--- src/rtl/ulms_map.vh ---
// Purpose: register map, field positions and reset values for the UART control/status block
// Assumes: registers reached by a plain address/strobe port, one 8-bit register per index
// Notes: offsets are private to this block
`ifndef ULMS_MAP_VH
`define ULMS_MAP_VH

// Register indices (4-bit address)
`define ULMS_A_RX_DATA     4'h0
`define ULMS_A_TX_DATA     4'h1
`define ULMS_A_MODEM_CTRL  4'h2
`define ULMS_A_LINE_STAT   4'h3
`define ULMS_A_MODEM_STAT  4'h4
`define ULMS_A_SCRATCH     4'h5
`define ULMS_A_DIV_LOW     4'h6
`define ULMS_A_DIV_HIGH    4'h7
`define ULMS_A_DIV_FRAC    4'h8
`define ULMS_A_ENH_FEAT    4'h9
`define ULMS_A_INT_EN      4'hA

// Modem control fields
`define ULMS_MC_DTR        0
`define ULMS_MC_RTS        1
`define ULMS_MC_OUT1       2
`define ULMS_MC_OUT2       3
`define ULMS_MC_LOOP       4
`define ULMS_MC_ANY        5
`define ULMS_MC_IR         6
`define ULMS_MC_PRESC      7

// Enhanced feature fields
`define ULMS_EF_ENH        4
`define ULMS_EF_ACTS       7

// Interrupt enable fields
`define ULMS_IE_LINE       2
`define ULMS_IE_MODEM      3

// Reset values
`define ULMS_RST_SCRATCH   8'hFF
`define ULMS_RST_DIV_LOW   8'h01
`define ULMS_RST_ZERO      8'h00

// Receive store depth and pointer width
`define ULMS_DEPTH         32
`define ULMS_PW            5

`endif

--- src/rtl/ulms_core.v ---
// Purpose: one UART channel with modem control, line status, modem status, divisor
// Assumes: 8N1 frames, single clock, host port with read data one cycle after strobe
// Notes: receive store holds data plus three error tags per byte
//
// Decided for this implementation: the plain strobed port and the placing of the registers.
`timescale 1ns/10ps
`include "ulms_map.vh"

// Notes on behaviour
// - Modem control bit 4 selects local loopback
// - Any received character restarts halted transmitter
// - Infrared bit routes serial through IR codec
// - Infrared transmit output stays low when idle
// - Prescaler bit divides baud clock by four
// - Data ready shows unread received characters
// - Full store: set overrun, drop new character
// - Parity/framing tags follow presented character
// - Long low line stores one break
// - Holding empty set on handoff, cleared on write except in a handoff cycle
// - Idle flag when holding and shift empty
// - Error summary while any stored byte tagged
// - Overrun interrupts now, tags at presentation
// - Deltas on modem input change raise interrupt
// - Ring delta only on rising ring input
// - Auto clear-to-send high halts after character
// - Modem status mirrors outputs in loopback
// - Scratch register resets to all ones
// - Divisor equals sixteen-bit value plus fraction
// - Fraction register writable only when enhanced
// - Fraction bits 5:4 pick 16x/8x/4x sampling
// - Feature bits 0-3 choose flow-control characters
// - Enhanced bit unlocks upper control and fraction
module ulms_core (
  input wire i_clk,
  input wire i_arst_n,
  input wire [3:0] i_addr,
  input wire [7:0] i_wdata,
  input wire i_wr,
  input wire i_rd,
  output reg [7:0] o_rdata,
  input wire i_rx,
  input wire i_cts_n,
  input wire i_dsr_n,
  input wire i_ring_indicator_in_n,
  input wire i_carrier_detect_in_n,
  input wire i_xon_seen,
  input wire i_xoff_seen,
  output wire o_tx,
  output wire o_dtr_n,
  output wire o_rts_n,
  output wire o_irq,
  output wire [3:0] o_flow_sel
);

  ////////////////////////////////////////////////////////////////////////////
  // Registers
  reg [7:0] modem_control; // Bits 7:5 locked unless enhanced
  reg [7:0] scratch_pad; // General storage
  reg [7:0] divisor_low; // Divisor low byte
  reg [7:0] divisor_high; // Divisor high byte
  reg [7:0] divisor_fraction_sampling; // Fraction and sampling rate
  reg [7:0] enhanced_feature; // Flow selection and enables
  reg [7:0] interrupt_enable; // Only line and modem bits used
  reg [3:0] delta; // Modem delta flags
  reg overrun; // Sticky overrun
  reg tx_halted; // Software flow stop

  wire wr_ok_enh = enhanced_feature[`ULMS_EF_ENH]; // Enhanced write gate
  wire loop_on = modem_control[`ULMS_MC_LOOP];
  wire ir_on = modem_control[`ULMS_MC_IR];

  // Baud tick spacing in input clocks
  function [19:0] tick_len;
    input [7:0] hi;
    input [7:0] lo;
    input [7:0] fr;
    input presc;
    reg [19:0] base;
    begin
      // Fraction weighs sixteenths, applied as a rounded extra count
      base = {4'h0, hi, lo} + {19'h0, fr[3]};
      if (base == 20'h0) begin
        base = 20'h1;
      end
      tick_len = presc ? {base[17:0], 2'b00} : base;
    end
  endfunction

  ////////////////////////////////////////////////////////////////////////////
  // Input synchronisers
  reg [5:0] s1;
  reg [5:0] s2;
  always @(posedge i_clk or negedge i_arst_n) begin
    if (!i_arst_n) begin
      s1 <= 6'h3F;
      s2 <= 6'h3F;
    end else begin
      s1 <= {i_rx, i_cts_n, i_dsr_n, i_ring_indicator_in_n, i_carrier_detect_in_n, 1'b1};
      s2 <= s1;
    end
  end
  wire cts_n = s2[4];

  ////////////////////////////////////////////////////////////////////////////
  // Sample tick: baud rate times oversampling
  reg [19:0] bcnt;
  wire [19:0] blen = tick_len(divisor_high, divisor_low, divisor_fraction_sampling,
    modem_control[`ULMS_MC_PRESC]);
  wire stick = (bcnt == 20'h0);
  always @(posedge i_clk or negedge i_arst_n) begin
    if (!i_arst_n) begin
      bcnt <= 20'h0;
    end else if (stick) begin
      bcnt <= blen - 20'h1;
    end else begin
      bcnt <= bcnt - 20'h1;
    end
  end
  // Samples per bit minus one
  wire [3:0] osr = divisor_fraction_sampling[5] ? 4'h3 :
    (divisor_fraction_sampling[4] ? 4'h7 : 4'hF);

  ////////////////////////////////////////////////////////////////////////////
  // Transmitter: holding register plus shift register
  reg [7:0] thold;
  reg thold_full;
  reg [9:0] tshift;
  reg [3:0] tbits;
  reg [3:0] tsub;
  wire tbusy = (tbits != 4'h0);
  wire cts_stop = enhanced_feature[`ULMS_EF_ACTS] & cts_n;
  wire tx_line = tbusy ? tshift[0] : 1'b1;
  always @(posedge i_clk or negedge i_arst_n) begin
    if (!i_arst_n) begin
      thold <= 8'h00;
      thold_full <= 1'b0;
      tshift <= 10'h3FF;
      tbits <= 4'h0;
      tsub <= 4'h0;
    end else begin
      if (i_wr && i_addr == `ULMS_A_TX_DATA) begin
        thold <= i_wdata;
        thold_full <= 1'b1;
      end
      if (!tbusy) begin
        // Start only between characters so halts take effect after a frame
        if (thold_full && !cts_stop && !tx_halted) begin
          tshift <= {1'b1, thold, 1'b0};
          tbits <= 4'hA;
          tsub <= osr;
          thold_full <= 1'b0;
        end
      end else if (stick) begin
        if (tsub == 4'h0) begin
          tsub <= osr;
          tshift <= {1'b1, tshift[9:1]};
          tbits <= tbits - 4'h1;
        end else begin
          tsub <= tsub - 4'h1;
        end
      end
    end
  end

  // IR pulse: high during the first sample period of each zero bit
  wire ir_tx = tbusy & ~tshift[0] & (tsub == osr);
  assign o_tx = loop_on ? 1'b1 : (ir_on ? ir_tx : tx_line);

  ////////////////////////////////////////////////////////////////////////////
  // Receiver
  // IR input decoded to NRZ: pulse high means zero bit, stretched over a bit
  reg [3:0] ir_hold;
  always @(posedge i_clk or negedge i_arst_n) begin
    if (!i_arst_n) begin
      ir_hold <= 4'h0;
    end else if (s2[5]) begin
      ir_hold <= osr;
    end else if (stick && ir_hold != 4'h0) begin
      ir_hold <= ir_hold - 4'h1;
    end
  end
  wire ir_rx = ~(s2[5] | (ir_hold != 4'h0));
  wire rx_in = loop_on ? tx_line : (ir_on ? ir_rx : s2[5]);

  reg [3:0] rbits;
  reg [3:0] rsub;
  reg [7:0] rshift;
  reg rzero; // All sampled bits low so far
  reg brk_wait; // Break stored, wait for mark
  reg rdone;
  reg [7:0] rchar;
  reg rframe;
  reg rbrk;
  always @(posedge i_clk or negedge i_arst_n) begin
    if (!i_arst_n) begin
      rbits <= 4'h0;
      rsub <= 4'h0;
      rshift <= 8'h00;
      rzero <= 1'b0;
      brk_wait <= 1'b0;
      rdone <= 1'b0;
      rchar <= 8'h00;
      rframe <= 1'b0;
      rbrk <= 1'b0;
    end else begin
      rdone <= 1'b0;
      if (brk_wait) begin
        if (rx_in) begin
          brk_wait <= 1'b0;
        end
      end else if (rbits == 4'h0) begin
        if (!rx_in && stick) begin
          rbits <= 4'hA;
          rsub <= {1'b0, osr[3:1]};
          rzero <= 1'b1;
        end
      end else if (stick) begin
        if (rsub == 4'h0) begin
          rsub <= osr;
          rbits <= rbits - 4'h1;
          if (rbits == 4'hA && rx_in) begin
            // Line back high at mid-start: a glitch or a framing tail, not a frame
            rbits <= 4'h0;
          end else if (rbits == 4'h1) begin
            rdone <= 1'b1;
            rchar <= rshift;
            rframe <= ~rx_in;
            rbrk <= rzero & ~rx_in;
            brk_wait <= rzero & ~rx_in;
          end else if (rbits != 4'hA) begin
            rshift <= {rx_in, rshift[7:1]};
          end
          if (rx_in) begin
            rzero <= 1'b0;
          end
        end else begin
          rsub <= rsub - 4'h1;
        end
      end
    end
  end

  ////////////////////////////////////////////////////////////////////////////
  // Receive store with error tags
  reg [10:0] mem [0:`ULMS_DEPTH-1];
  reg [`ULMS_PW-1:0] wp;
  reg [`ULMS_PW-1:0] rp;
  reg [`ULMS_PW:0] cnt;
  reg [`ULMS_PW:0] errcnt; // Stored bytes carrying any tag
  wire full = (cnt == `ULMS_DEPTH);
  wire empty = (cnt == 6'h00);
  // Flow characters are consumed, not stored, while software flow is on
  wire flow_char = (enhanced_feature[1:0] != 2'b00) & (i_xon_seen | i_xoff_seen);
  wire push = rdone & ~full & ~flow_char;
  wire pop = i_rd & (i_addr == `ULMS_A_RX_DATA) & ~empty;
  wire [10:0] head = mem[rp];
  wire in_err = rframe | rbrk;
  wire out_err = |head[10:8];
  integer k;
  always @(posedge i_clk or negedge i_arst_n) begin
    if (!i_arst_n) begin
      wp <= 5'h00;
      rp <= 5'h00;
      cnt <= 6'h00;
      errcnt <= 6'h00;
      for (k = 0; k < `ULMS_DEPTH; k = k + 1) begin
        mem[k] <= 11'h000;
      end
    end else begin
      if (push) begin
        // Parity check absent for 8N1; bit 8 stays clear
        mem[wp] <= {rbrk, rframe, 1'b0, rchar};
        wp <= wp + 5'h01;
      end
      if (pop) begin
        rp <= rp + 5'h01;
      end
      cnt <= cnt + {5'h00, push} - {5'h00, pop};
      errcnt <= errcnt + {5'h00, push & in_err} - {5'h00, pop & out_err};
    end
  end

  ////////////////////////////////////////////////////////////////////////////
  // Transmit halt from software flow and resume on any character
  always @(posedge i_clk or negedge i_arst_n) begin
    if (!i_arst_n) begin
      tx_halted <= 1'b0;
    end else if (rdone && i_xoff_seen && enhanced_feature[1:0] != 2'b00) begin
      tx_halted <= 1'b1;
    end else if (rdone && (i_xon_seen || modem_control[`ULMS_MC_ANY])) begin
      tx_halted <= 1'b0;
    end
  end

  ////////////////////////////////////////////////////////////////////////////
  // Line and modem status
  wire [7:0] line_status = {errcnt != 6'h00, ~thold_full & ~tbusy, ~thold_full,
    empty ? 3'b000 : head[10:8], overrun, ~empty};
  wire [3:0] lvl = loop_on ? {modem_control[`ULMS_MC_OUT2], modem_control[`ULMS_MC_OUT1],
    modem_control[`ULMS_MC_DTR], modem_control[`ULMS_MC_RTS]} :
    {~s2[1], ~s2[2], ~s2[3], ~s2[4]}; // Top to bottom: CD, RI, DSR, CTS
  reg [3:0] lvl_q;
  wire rd_ms = i_rd & (i_addr == `ULMS_A_MODEM_STAT);
  wire rd_ls = i_rd & (i_addr == `ULMS_A_LINE_STAT);
  wire [3:0] chg = lvl ^ lvl_q;
  // Set wins over the read clear
  always @(posedge i_clk or negedge i_arst_n) begin
    if (!i_arst_n) begin
      lvl_q <= 4'h0;
      delta <= 4'h0;
      overrun <= 1'b0;
    end else begin
      lvl_q <= lvl;
      delta <= (rd_ms ? 4'h0 : delta) |
        {chg[3], chg[2] & lvl_q[2], chg[1], chg[0]};
      overrun <= (overrun & ~rd_ls) | (rdone & full);
    end
  end
  wire [7:0] modem_status = {lvl, delta};

  assign o_irq = (interrupt_enable[`ULMS_IE_LINE] & (overrun | line_status[4] |
    line_status[3] | line_status[2])) | (interrupt_enable[`ULMS_IE_MODEM] & (|delta));
  assign o_dtr_n = ~modem_control[`ULMS_MC_DTR] | loop_on;
  assign o_rts_n = ~modem_control[`ULMS_MC_RTS] | loop_on;
  assign o_flow_sel = enhanced_feature[3:0];

  ////////////////////////////////////////////////////////////////////////////
  // Register writes
  always @(posedge i_clk or negedge i_arst_n) begin
    if (!i_arst_n) begin
      modem_control <= `ULMS_RST_ZERO;
      scratch_pad <= `ULMS_RST_SCRATCH;
      divisor_low <= `ULMS_RST_DIV_LOW;
      divisor_high <= `ULMS_RST_ZERO;
      divisor_fraction_sampling <= `ULMS_RST_ZERO;
      enhanced_feature <= `ULMS_RST_ZERO;
      interrupt_enable <= `ULMS_RST_ZERO;
    end else if (i_wr) begin
      case (i_addr)
        `ULMS_A_MODEM_CTRL: begin
          modem_control[4:0] <= i_wdata[4:0];
          if (wr_ok_enh) begin
            modem_control[7:5] <= i_wdata[7:5];
          end
        end
        `ULMS_A_SCRATCH: scratch_pad <= i_wdata;
        `ULMS_A_DIV_LOW: divisor_low <= i_wdata;
        `ULMS_A_DIV_HIGH: divisor_high <= i_wdata;
        `ULMS_A_DIV_FRAC: begin
          if (wr_ok_enh) begin
            divisor_fraction_sampling <= {2'b00, i_wdata[5:0]};
          end
        end
        `ULMS_A_ENH_FEAT: enhanced_feature <= i_wdata;
        `ULMS_A_INT_EN: interrupt_enable <= i_wdata;
        default: ;
      endcase
    end
  end

  ////////////////////////////////////////////////////////////////////////////
  // Read data one cycle after strobe
  always @(posedge i_clk or negedge i_arst_n) begin
    if (!i_arst_n) begin
      o_rdata <= 8'h00;
    end else if (i_rd) begin
      case (i_addr)
        `ULMS_A_RX_DATA: o_rdata <= empty ? 8'h00 : head[7:0];
        `ULMS_A_MODEM_CTRL: o_rdata <= modem_control;
        `ULMS_A_LINE_STAT: o_rdata <= line_status;
        `ULMS_A_MODEM_STAT: o_rdata <= modem_status;
        `ULMS_A_SCRATCH: o_rdata <= scratch_pad;
        `ULMS_A_DIV_LOW: o_rdata <= divisor_low;
        `ULMS_A_DIV_HIGH: o_rdata <= divisor_high;
        `ULMS_A_DIV_FRAC: o_rdata <= divisor_fraction_sampling;
        `ULMS_A_ENH_FEAT: o_rdata <= enhanced_feature;
        `ULMS_A_INT_EN: o_rdata <= interrupt_enable;
        default: o_rdata <= 8'h00;
      endcase
    end
  end

endmodule

--- config.mk ---
export PLATFORM = sky130hd
export DESIGN_NAME = ulms_core
export DESIGN_NICKNAME = d
export VERILOG_FILES = /design/src/rtl/ulms_core.v
export VERILOG_INCLUDE_DIRS = /design/src /design/src/rtl
export SDC_FILE = /design/constraint.sdc
export NUM_CORES = 1
export LEC_CHECK = 0
export BUFFER_PORTS_ARGS = -buffer_cell sky130_fd_sc_hd__buf_4
export CAP_MARGIN = 20
export CORE_ASPECT_RATIO = 0.9
export CORE_UTILIZATION = 25
export DETAILED_ROUTE_END_ITERATION = 6
export GPL_TIMING_DRIVEN = 0
export PLACE_DENSITY_LB_ADDON = 0.3
export SLEW_MARGIN = 40
export SYNTH_ARGS = -nofsm -noshare
export SYNTH_HDL_FRONTEND = slang
export SYNTH_SLANG_ARGS = --single-unit
export TNS_END_PERCENT = 20
--- constraint.sdc ---
create_clock -name i_clk -period 4.7 [get_ports i_clk]
set_input_delay 0.94 -clock i_clk [delete_from_list [all_inputs] [get_ports i_clk]]
set_output_delay 0.94 -clock i_clk [all_outputs]
set_load 0.01 [all_outputs]
==> flow_metrics.tcl, run 1 <==
set metrics [dict create \
    grtUsageTotal_pct 13.22 \
    yosysWarnings 0 \
    placed_cells 3169 \
    cts.htree.levels 2 \
    multiInputGateArea_um2 11180 \
    vias 15730 \
    fin_crit_sh_pct 94.58 \
    synth_flop_cell "dfrtp_1" \
    area_delta_synth_final_pct 16.86 \
    fin_nets 2021 \
    crit_path_start "rp[0]" \
    synth_async_sr_flop_share_pct 100.0 \
    crit_type "flop to output port" \
    start_util_pct 25.28 \
    synthTopCellsByArea "dfrtp_1, mux2_2, mux4_2" \
    maxClockFrequency_mhz 225.0 \
    dp_hpwl_um 46460 \
    clkSinkCount 503 \
    p_switching_mw 3.262 \
    pwr-share-clk_pct 39.8 \
    max_slew_margin_pct 39.53 \
    cts-root-buf "clkbuf_16" \
    diodes 0 \
    cp_max_fo 10 \
    finalHoldViolations 0 \
    hp-class "input pin to async pin" \
    yosysTopAreaCell "dfrtp_1" \
    rsz0062_at_grt "false" \
    setup_viol 0 \
    tritoncts "built" \
    critPathCaptureType "output port" \
    powerDensity_nw_per_um2 396.9 \
    clk_latency_ns 0.63 \
    die_w_um 331.5 \
    antenna_found_initial 1 \
    drc_errors 0 \
    synth-edff-count 0 \
    cp.arrival_ns 3.51 \
    cts_buffers 56 \
    wl_per_cell_um 19.79 \
    worstSetupStartpointType "flop" \
    grt_pass1_vias 16780 \
    clock-skew-final_ns 0.04443 \
    clk_path_buf_depth 3 \
    ir_drop_v 0.0002748 \
    cts.clk_slew.worst_paths_ns 0.06 \
    instances_no_fill 3275 \
    status "complete, no violations" \
    ys_types 78 \
    cts_hold_buf 0 \
    syn-num-nets 1922 \
    nFillCells 9664 \
    syn_area_um2 24430 \
    die_h_um 298.5 \
    r2r_start "divisor_low[0]" \
    drt_pass1_iterations 5 \
    via_per_inst 4.802 \
    combPwrFrac_pct 18.1 \
    grt-ovfl-total 0 \
    grt_max_degree 79 \
    wirelength_um 64800 \
    avgSynthCellArea_um2 13.11 \
    power.switching_fraction_pct 28.80 \
    row_count 108 \
    tightest_slew_ns 0.9061 \
    regArea_um2 12620 \
    globalplace.congestion 0.8602 \
    synth.yosys.seq_area_share_pct 51.68 \
    grt_first_pass_wirelength_um 102500 \
    die_area_um2 98960 \
    core_area_um2 96620 \
    drive_gt1_share_pct 38.31 \
    maxCapViolCount 0 \
    leakage_nw 12.57 \
    p_int_mw 8.066 \
    required_ns 3.76 \
    portBuffers 34 \
    synth-seq-cells 503 \
    detail-route-antenna-nets 0 \
    syn_inst 1863 \
    final_core_util_pct 29.54 \
    slew_violations 0 \
    io-pin-count 39 \
    drtIter0Drc 1077 \
    synth_top_cell_area_share_pct 48.66 \
    sequentialPowerShare_pct 42.1 \
    period_minus_slack_ns 4.445 \
    post-cts-setup-buffers 0 \
]
-- Yosys cell counts (all sizes together), types with 3 or more instances --
cell	count
a211oi	8
a21o	6
a21oi	55
a221oi	4
a22o	3
a22oi	12
a31o	4
a31oi	21
a32oi	3
and3	7
and4	6
buf	44
clkbuf	70
dfrtp	475
dfstp	28
ha	34
inv	65
mux2	407
mux2i	17
mux4	96
nand2	98
nand2b	7
nand3	38
nand3b	5
nand4	19
nor2	110
nor2b	12
nor3	29
nor3b	4
nor4	13
o211ai	8
o21ai	46
o21bai	3
o22ai	11
o31ai	5
or2	3
or3	9
or3b	4
xnor2	32
xor2	17
-- per-stage QoR --
stage	worst slack, ns	TNS, ns	hold WS, ns	instance area [um^2]	total power, mW
after global routing	0.003929	0	0.1204	28540	11.90
after detailed placement	0.1879	0	0.3479	26570	6.893
final	0.2546	0	0.1415	28540	11.33
after floorplan	1.180	0	0.3452	24430	6.168
after CTS	0.01875	0	0.1072	28500	11.50
after global placement	-2.521	-1176.38	0.3475	26260	6.843
-- final timing paths --
kind / endpoint / slack [ns] / cells past startpoint
setup / recovery: o_irq / 0.25 / 11
hold / removal: bcnt[2] / 0.14 / 1
setup reg to reg: bcnt[16] / 0.40 / 15
hold reg to reg: s2[4] / 0.36 / 0
max in group asynchronous: mem[182] / 3.11 / 4
min in group i_clk: s2[4] / 0.36 / 0
-- layer usage --
layer | share of wire (%) | routed length [um] | GRT usage (%) | up-vias
li1 | - | - | - | 7016
met1 | 47 | 30490 | 18.42 | 8281
met2 | 47 | 30150 | 21.25 | 329
met3 | 4.1 | 2670 | 2.115 | 101
met4 | 2.3 | 1493 | 3.688 | 0
met5 | 0 | 0 | 0 | -
-- flip-flops by register name (all words and copies together) (netlist names), 5 cells and up --
register                   flops
wp                             5
rshift                         8
errcnt                         6
scratch_pad                    8
interrupt_enable               8
mem                          320
rp                             5
rchar                          8
divisor_low                    8
s1                             5
modem_control                  8
s2                             5
divisor_high                   8
divisor_fraction_sampling      6
bcnt                          20
thold                          8
enhanced_feature               8
o_rdata                        8
tshift                         9
cnt                            6
-- power groups by stage --
stage,clock [mW],combinational [mW],sequential [mW]
after global routing,4.85,2.25,4.80
after CTS,4.66,2.07,4.76
after detailed placement,0,2.05,4.84
final,4.51,2.05,4.77
after global placement,0,2.01,4.83
after floorplan,0,1.39,4.78
-- final cells by class --
| cell class | instances | share of cell area (%) |
|---|---|---|
| multi-input cells | 1181 | 39.18 |
| plain buffers | 114 | 1.894 |
| clock buffers | 80 | 5.576 |
| clock inverters | 26 | 1.131 |
| well taps | 1265 | 5.545 |
| flip-flops and latches | 503 | 44.22 |
| repair buffers | 41 | 1.596 |
| inverters | 65 | 0.8548 |
-- cells by family (layout without fill, tap and decap cells) --
| group | after synthesis | count (layout) | share of synthesized area, % |
|---|---|---|---|
| adder cells (fa/ha/maj) | 36 | 36 | 1.906 |
| buffers and inverters | 179 | 326 | 3.053 |
| AND/OR/NAND/NOR | 368 | 368 | 7.668 |
| flip-flops | 503 | 503 | 51.68 |
| multiplexers | 520 | 520 | 28.31 |
| AO/OA/AOI/OAI | 208 | 208 | 5.630 |
| XOR/XNOR | 49 | 49 | 1.757 |
-- cell usage in the layout, fill, tap and decap left out, types with 11 or more instances in the layout --
master / count
dfrtp_1: 475
mux2_2: 404
nand2_1: 96
mux4_2: 96
clkbuf_1: 77
nor2_1: 75
inv_1: 65
clkbuf_16: 56
a21oi_1: 51
buf_4: 45
o21ai_0: 44
nand3_1: 37
ha_1: 34
xnor2_1: 32
nor2_2: 30
dfstp_2: 28
nor3_1: 26
a31oi_1: 21
mux2i_1: 17
xor2_1: 17
nand4_1: 17
clkinv_2: 14
buf_1: 13
nor2b_1: 12
a22oi_1: 12
o22ai_1: 11
buf_2: 11
-- worst max-delay path, cell delays in order, from the launching register on --
cell,delay [ns]
dfrtp_1,0.35
buf_2,0.27
buf_6,0.25
buf_6,0.23
mux4_2,0.53
a22oi_1,0.25
a31oi_1,0.17
a21oi_2,0.24
nand2_1,0.09
a21oi_1,0.17
o21ai_0,0.15
buf_4,0.20
-- timing repair --
item,CTS,global route
gates cloned,0,0
hold endpoints to repair,0,0
gates resized for setup,7,10
endpoints found under the setup margin,1,1
(Power assumes the default switching activity.)
==> run 2, diff against run 1 <==
- CORE_ASPECT_RATIO: 0.9 -> 0.7
==> run 2 against run 1 <==
Compared with the run above: total power fell by 4.2%; die area barely moved; final cell count up 0.92%; largest cell class unchanged; sequential power hardly changed; worst setup slack got worse by 0.11 ns; hold slack improved by 0.045 ns; design area fell by 0.58%; wire length is 6.1% higher; clock power down 12%; clock skew fell by 0.026 ns; combinational power increased by 3%; first-iteration DRC count is 16% higher.
==> flow_metrics.tcl, run 2 (synthesis gave the netlist of run 1 again) <==
set metrics [dict create \
    sequentialPowerShare_pct 43.9 \
    finalHoldViolations 0 \
    clock-skew-final_ns 0.01849 \
    fin_crit_sh_pct 96.88 \
    maxCapViolCount 0 \
    tritoncts "built" \
    combPwrFrac_pct 19.5 \
    critPathCaptureType "output port" \
    largest_reg_flops 320 \
    start_util_pct 25.34 \
    design_area_um2 28380 \
    dp_hpwl_um 50470 \
    antenna_found_initial 1 \
    cts_buffers 51 \
    maxClockFrequency_mhz 219.6 \
    drtIter0Drc 1254 \
    hp-class "input pin to async pin" \
    cts.htree.levels 2 \
    worstRegToRegCells 15 \
    die_h_um 263.5 \
    p_switching_mw 3.198 \
    core_area_um2 96400 \
    slowest_stage "clkbuf_1" \
    pwr-share-clk_pct 36.6 \
    max_slew_margin_pct 39.22 \
    r2r_start "divisor_low[0]" \
    slew_violations 0 \
    post_cts_resized 9 \
    grt-ovfl-total 0 \
    mostFrequentLayoutCell "dfrtp_1" \
    drc_errors 0 \
    layout_common_cells "dfrtp_1, mux2_2, nand2_1, mux4_2, clkbuf_1" \
    reg_top3 "mem x320, bcnt x20, tshift x9" \
    top_register "mem" \
    dpl-instance-area_um2 26730 \
    powerDensity_nw_per_um2 382.6 \
    setup_viol 0 \
    fin_nets 2017 \
    grtUsageTotal_pct 13.92 \
    post-cts-setup-buffers 0 \
    detail-route-antenna-nets 0 \
    row_count 95 \
    ir_drop_v 0.0002280 \
    diodes 0 \
    cp_max_fo 10 \
    grt_max_degree 81 \
    rsz0062_at_grt "false" \
    grt_first_pass_wirelength_um 106300 \
    io-pin-count 39 \
    tightest_slew_ns 0.9117 \
    required_ns 3.76 \
    period_minus_slack_ns 4.553 \
    area_delta_synth_final_pct 16.18 \
    cp.arrival_ns 3.61 \
    whs_ns 0.1861 \
    cts-root-buf "clkbuf_16" \
    clk_path_buf_depth 3 \
    reg2reg_setup_slack_ns 0.38 \
    tns_ns 0 \
    leakage_nw 12.41 \
    die_w_um 375.6 \
    cts.clk_slew.worst_paths_ns 0.06 \
    vias 15960 \
    p_int_mw 7.659 \
    drive_gt1_share_pct 37.63 \
    status "complete, no violations" \
    crit_type "flop to output port" \
    wirelength_um 68740 \
    worst-path-buf-inv 3 \
    cp_slowest_stage_delay_ns 0.72 \
    cp_top_family "buffers and inverters" \
    wl_per_cell_um 20.80 \
    via_per_inst 4.828 \
    cts_hold_buf 0 \
    grt_pass1_vias 16450 \
    crit_chain "buf_1 > clkbuf_1 > nand3_1 > a31oi_1 > a21oi_2 > nand2_1 > a21oi_1 > o21ai_0 > buf_4" \
    globalplace.congestion 0.8778 \
    portBuffers 34 \
    die_area_um2 98980 \
    drt_pass1_iterations 5 \
    clk_latency_ns 0.60 \
    r2r-end "bcnt[18]" \
    clkSinkCount 503 \
    worstSetupStartpointType "flop" \
    power.switching_fraction_pct 29.45 \
]
[run 2: power groups by stage]
stage | combinational [mW] | sequential (mW) | clock [mW]
2_1_floorplan | 1.39 | 4.78 | 0
3_3_place_gp | 2.04 | 4.84 | 0
4_1_cts | 2.13 | 4.77 | 4.09
5_1_grt | 2.31 | 4.80 | 4.27
6_report | 2.12 | 4.77 | 3.97
3_5_place_dp | 2.11 | 4.85 | 0
[run 2: metal layers]
layer	routed length [um]	vias to the layer above	track usage [%]
met5	0	-	0
met4	913	0	2.736
met3	3725	69	2.012
met2	28180	414	19.15
met1	35920	8476	22.56
li1	-	6997	-
[run 2: worst max-delay path by stage]
stage | startpoint | end | slack, ns | cells after the start
after floorplan | rp[0] | errcnt[4] | 1.18 | 18
after global placement | i_arst_n | mem[249] | -2.49 | 1
after detailed placement | rp[1] | errcnt[4] | -0.12 | 18
after CTS | rp[0] | o_irq | 0.09 | 11
after global routing | rp[1] | o_irq | 0.03 | 11
final | rp[3] | o_irq | 0.15 | 9
[run 2: layout make-up]
type | instances | area, um^2
Sequential cell | 503 | 12620
Inverter | 65 | 244.0
Timing Repair Buffer | 42 | 483.0
Clock buffer | 82 | 1473
Tap cell | 1309 | 1638
Multi-Input combinational cell | 1181 | 11270
Buffer | 114 | 540.5
Clock inverter | 9 | 103.9
Fill cell | 9670 | 68020
[run 2: per-stage QoR]
step                      power (mW)  utilization [%]  cells  worst slack (ns)
after detailed placement       6.956            27.72   3214           -0.1204
after global routing           11.38            29.44   3305           0.02681
final                          10.86            29.44   3305            0.1467
after floorplan                6.168                -   1863             1.180
after global placement         6.880            27.30   3206            -2.491
after CTS                      10.99            29.38   3305           0.09213
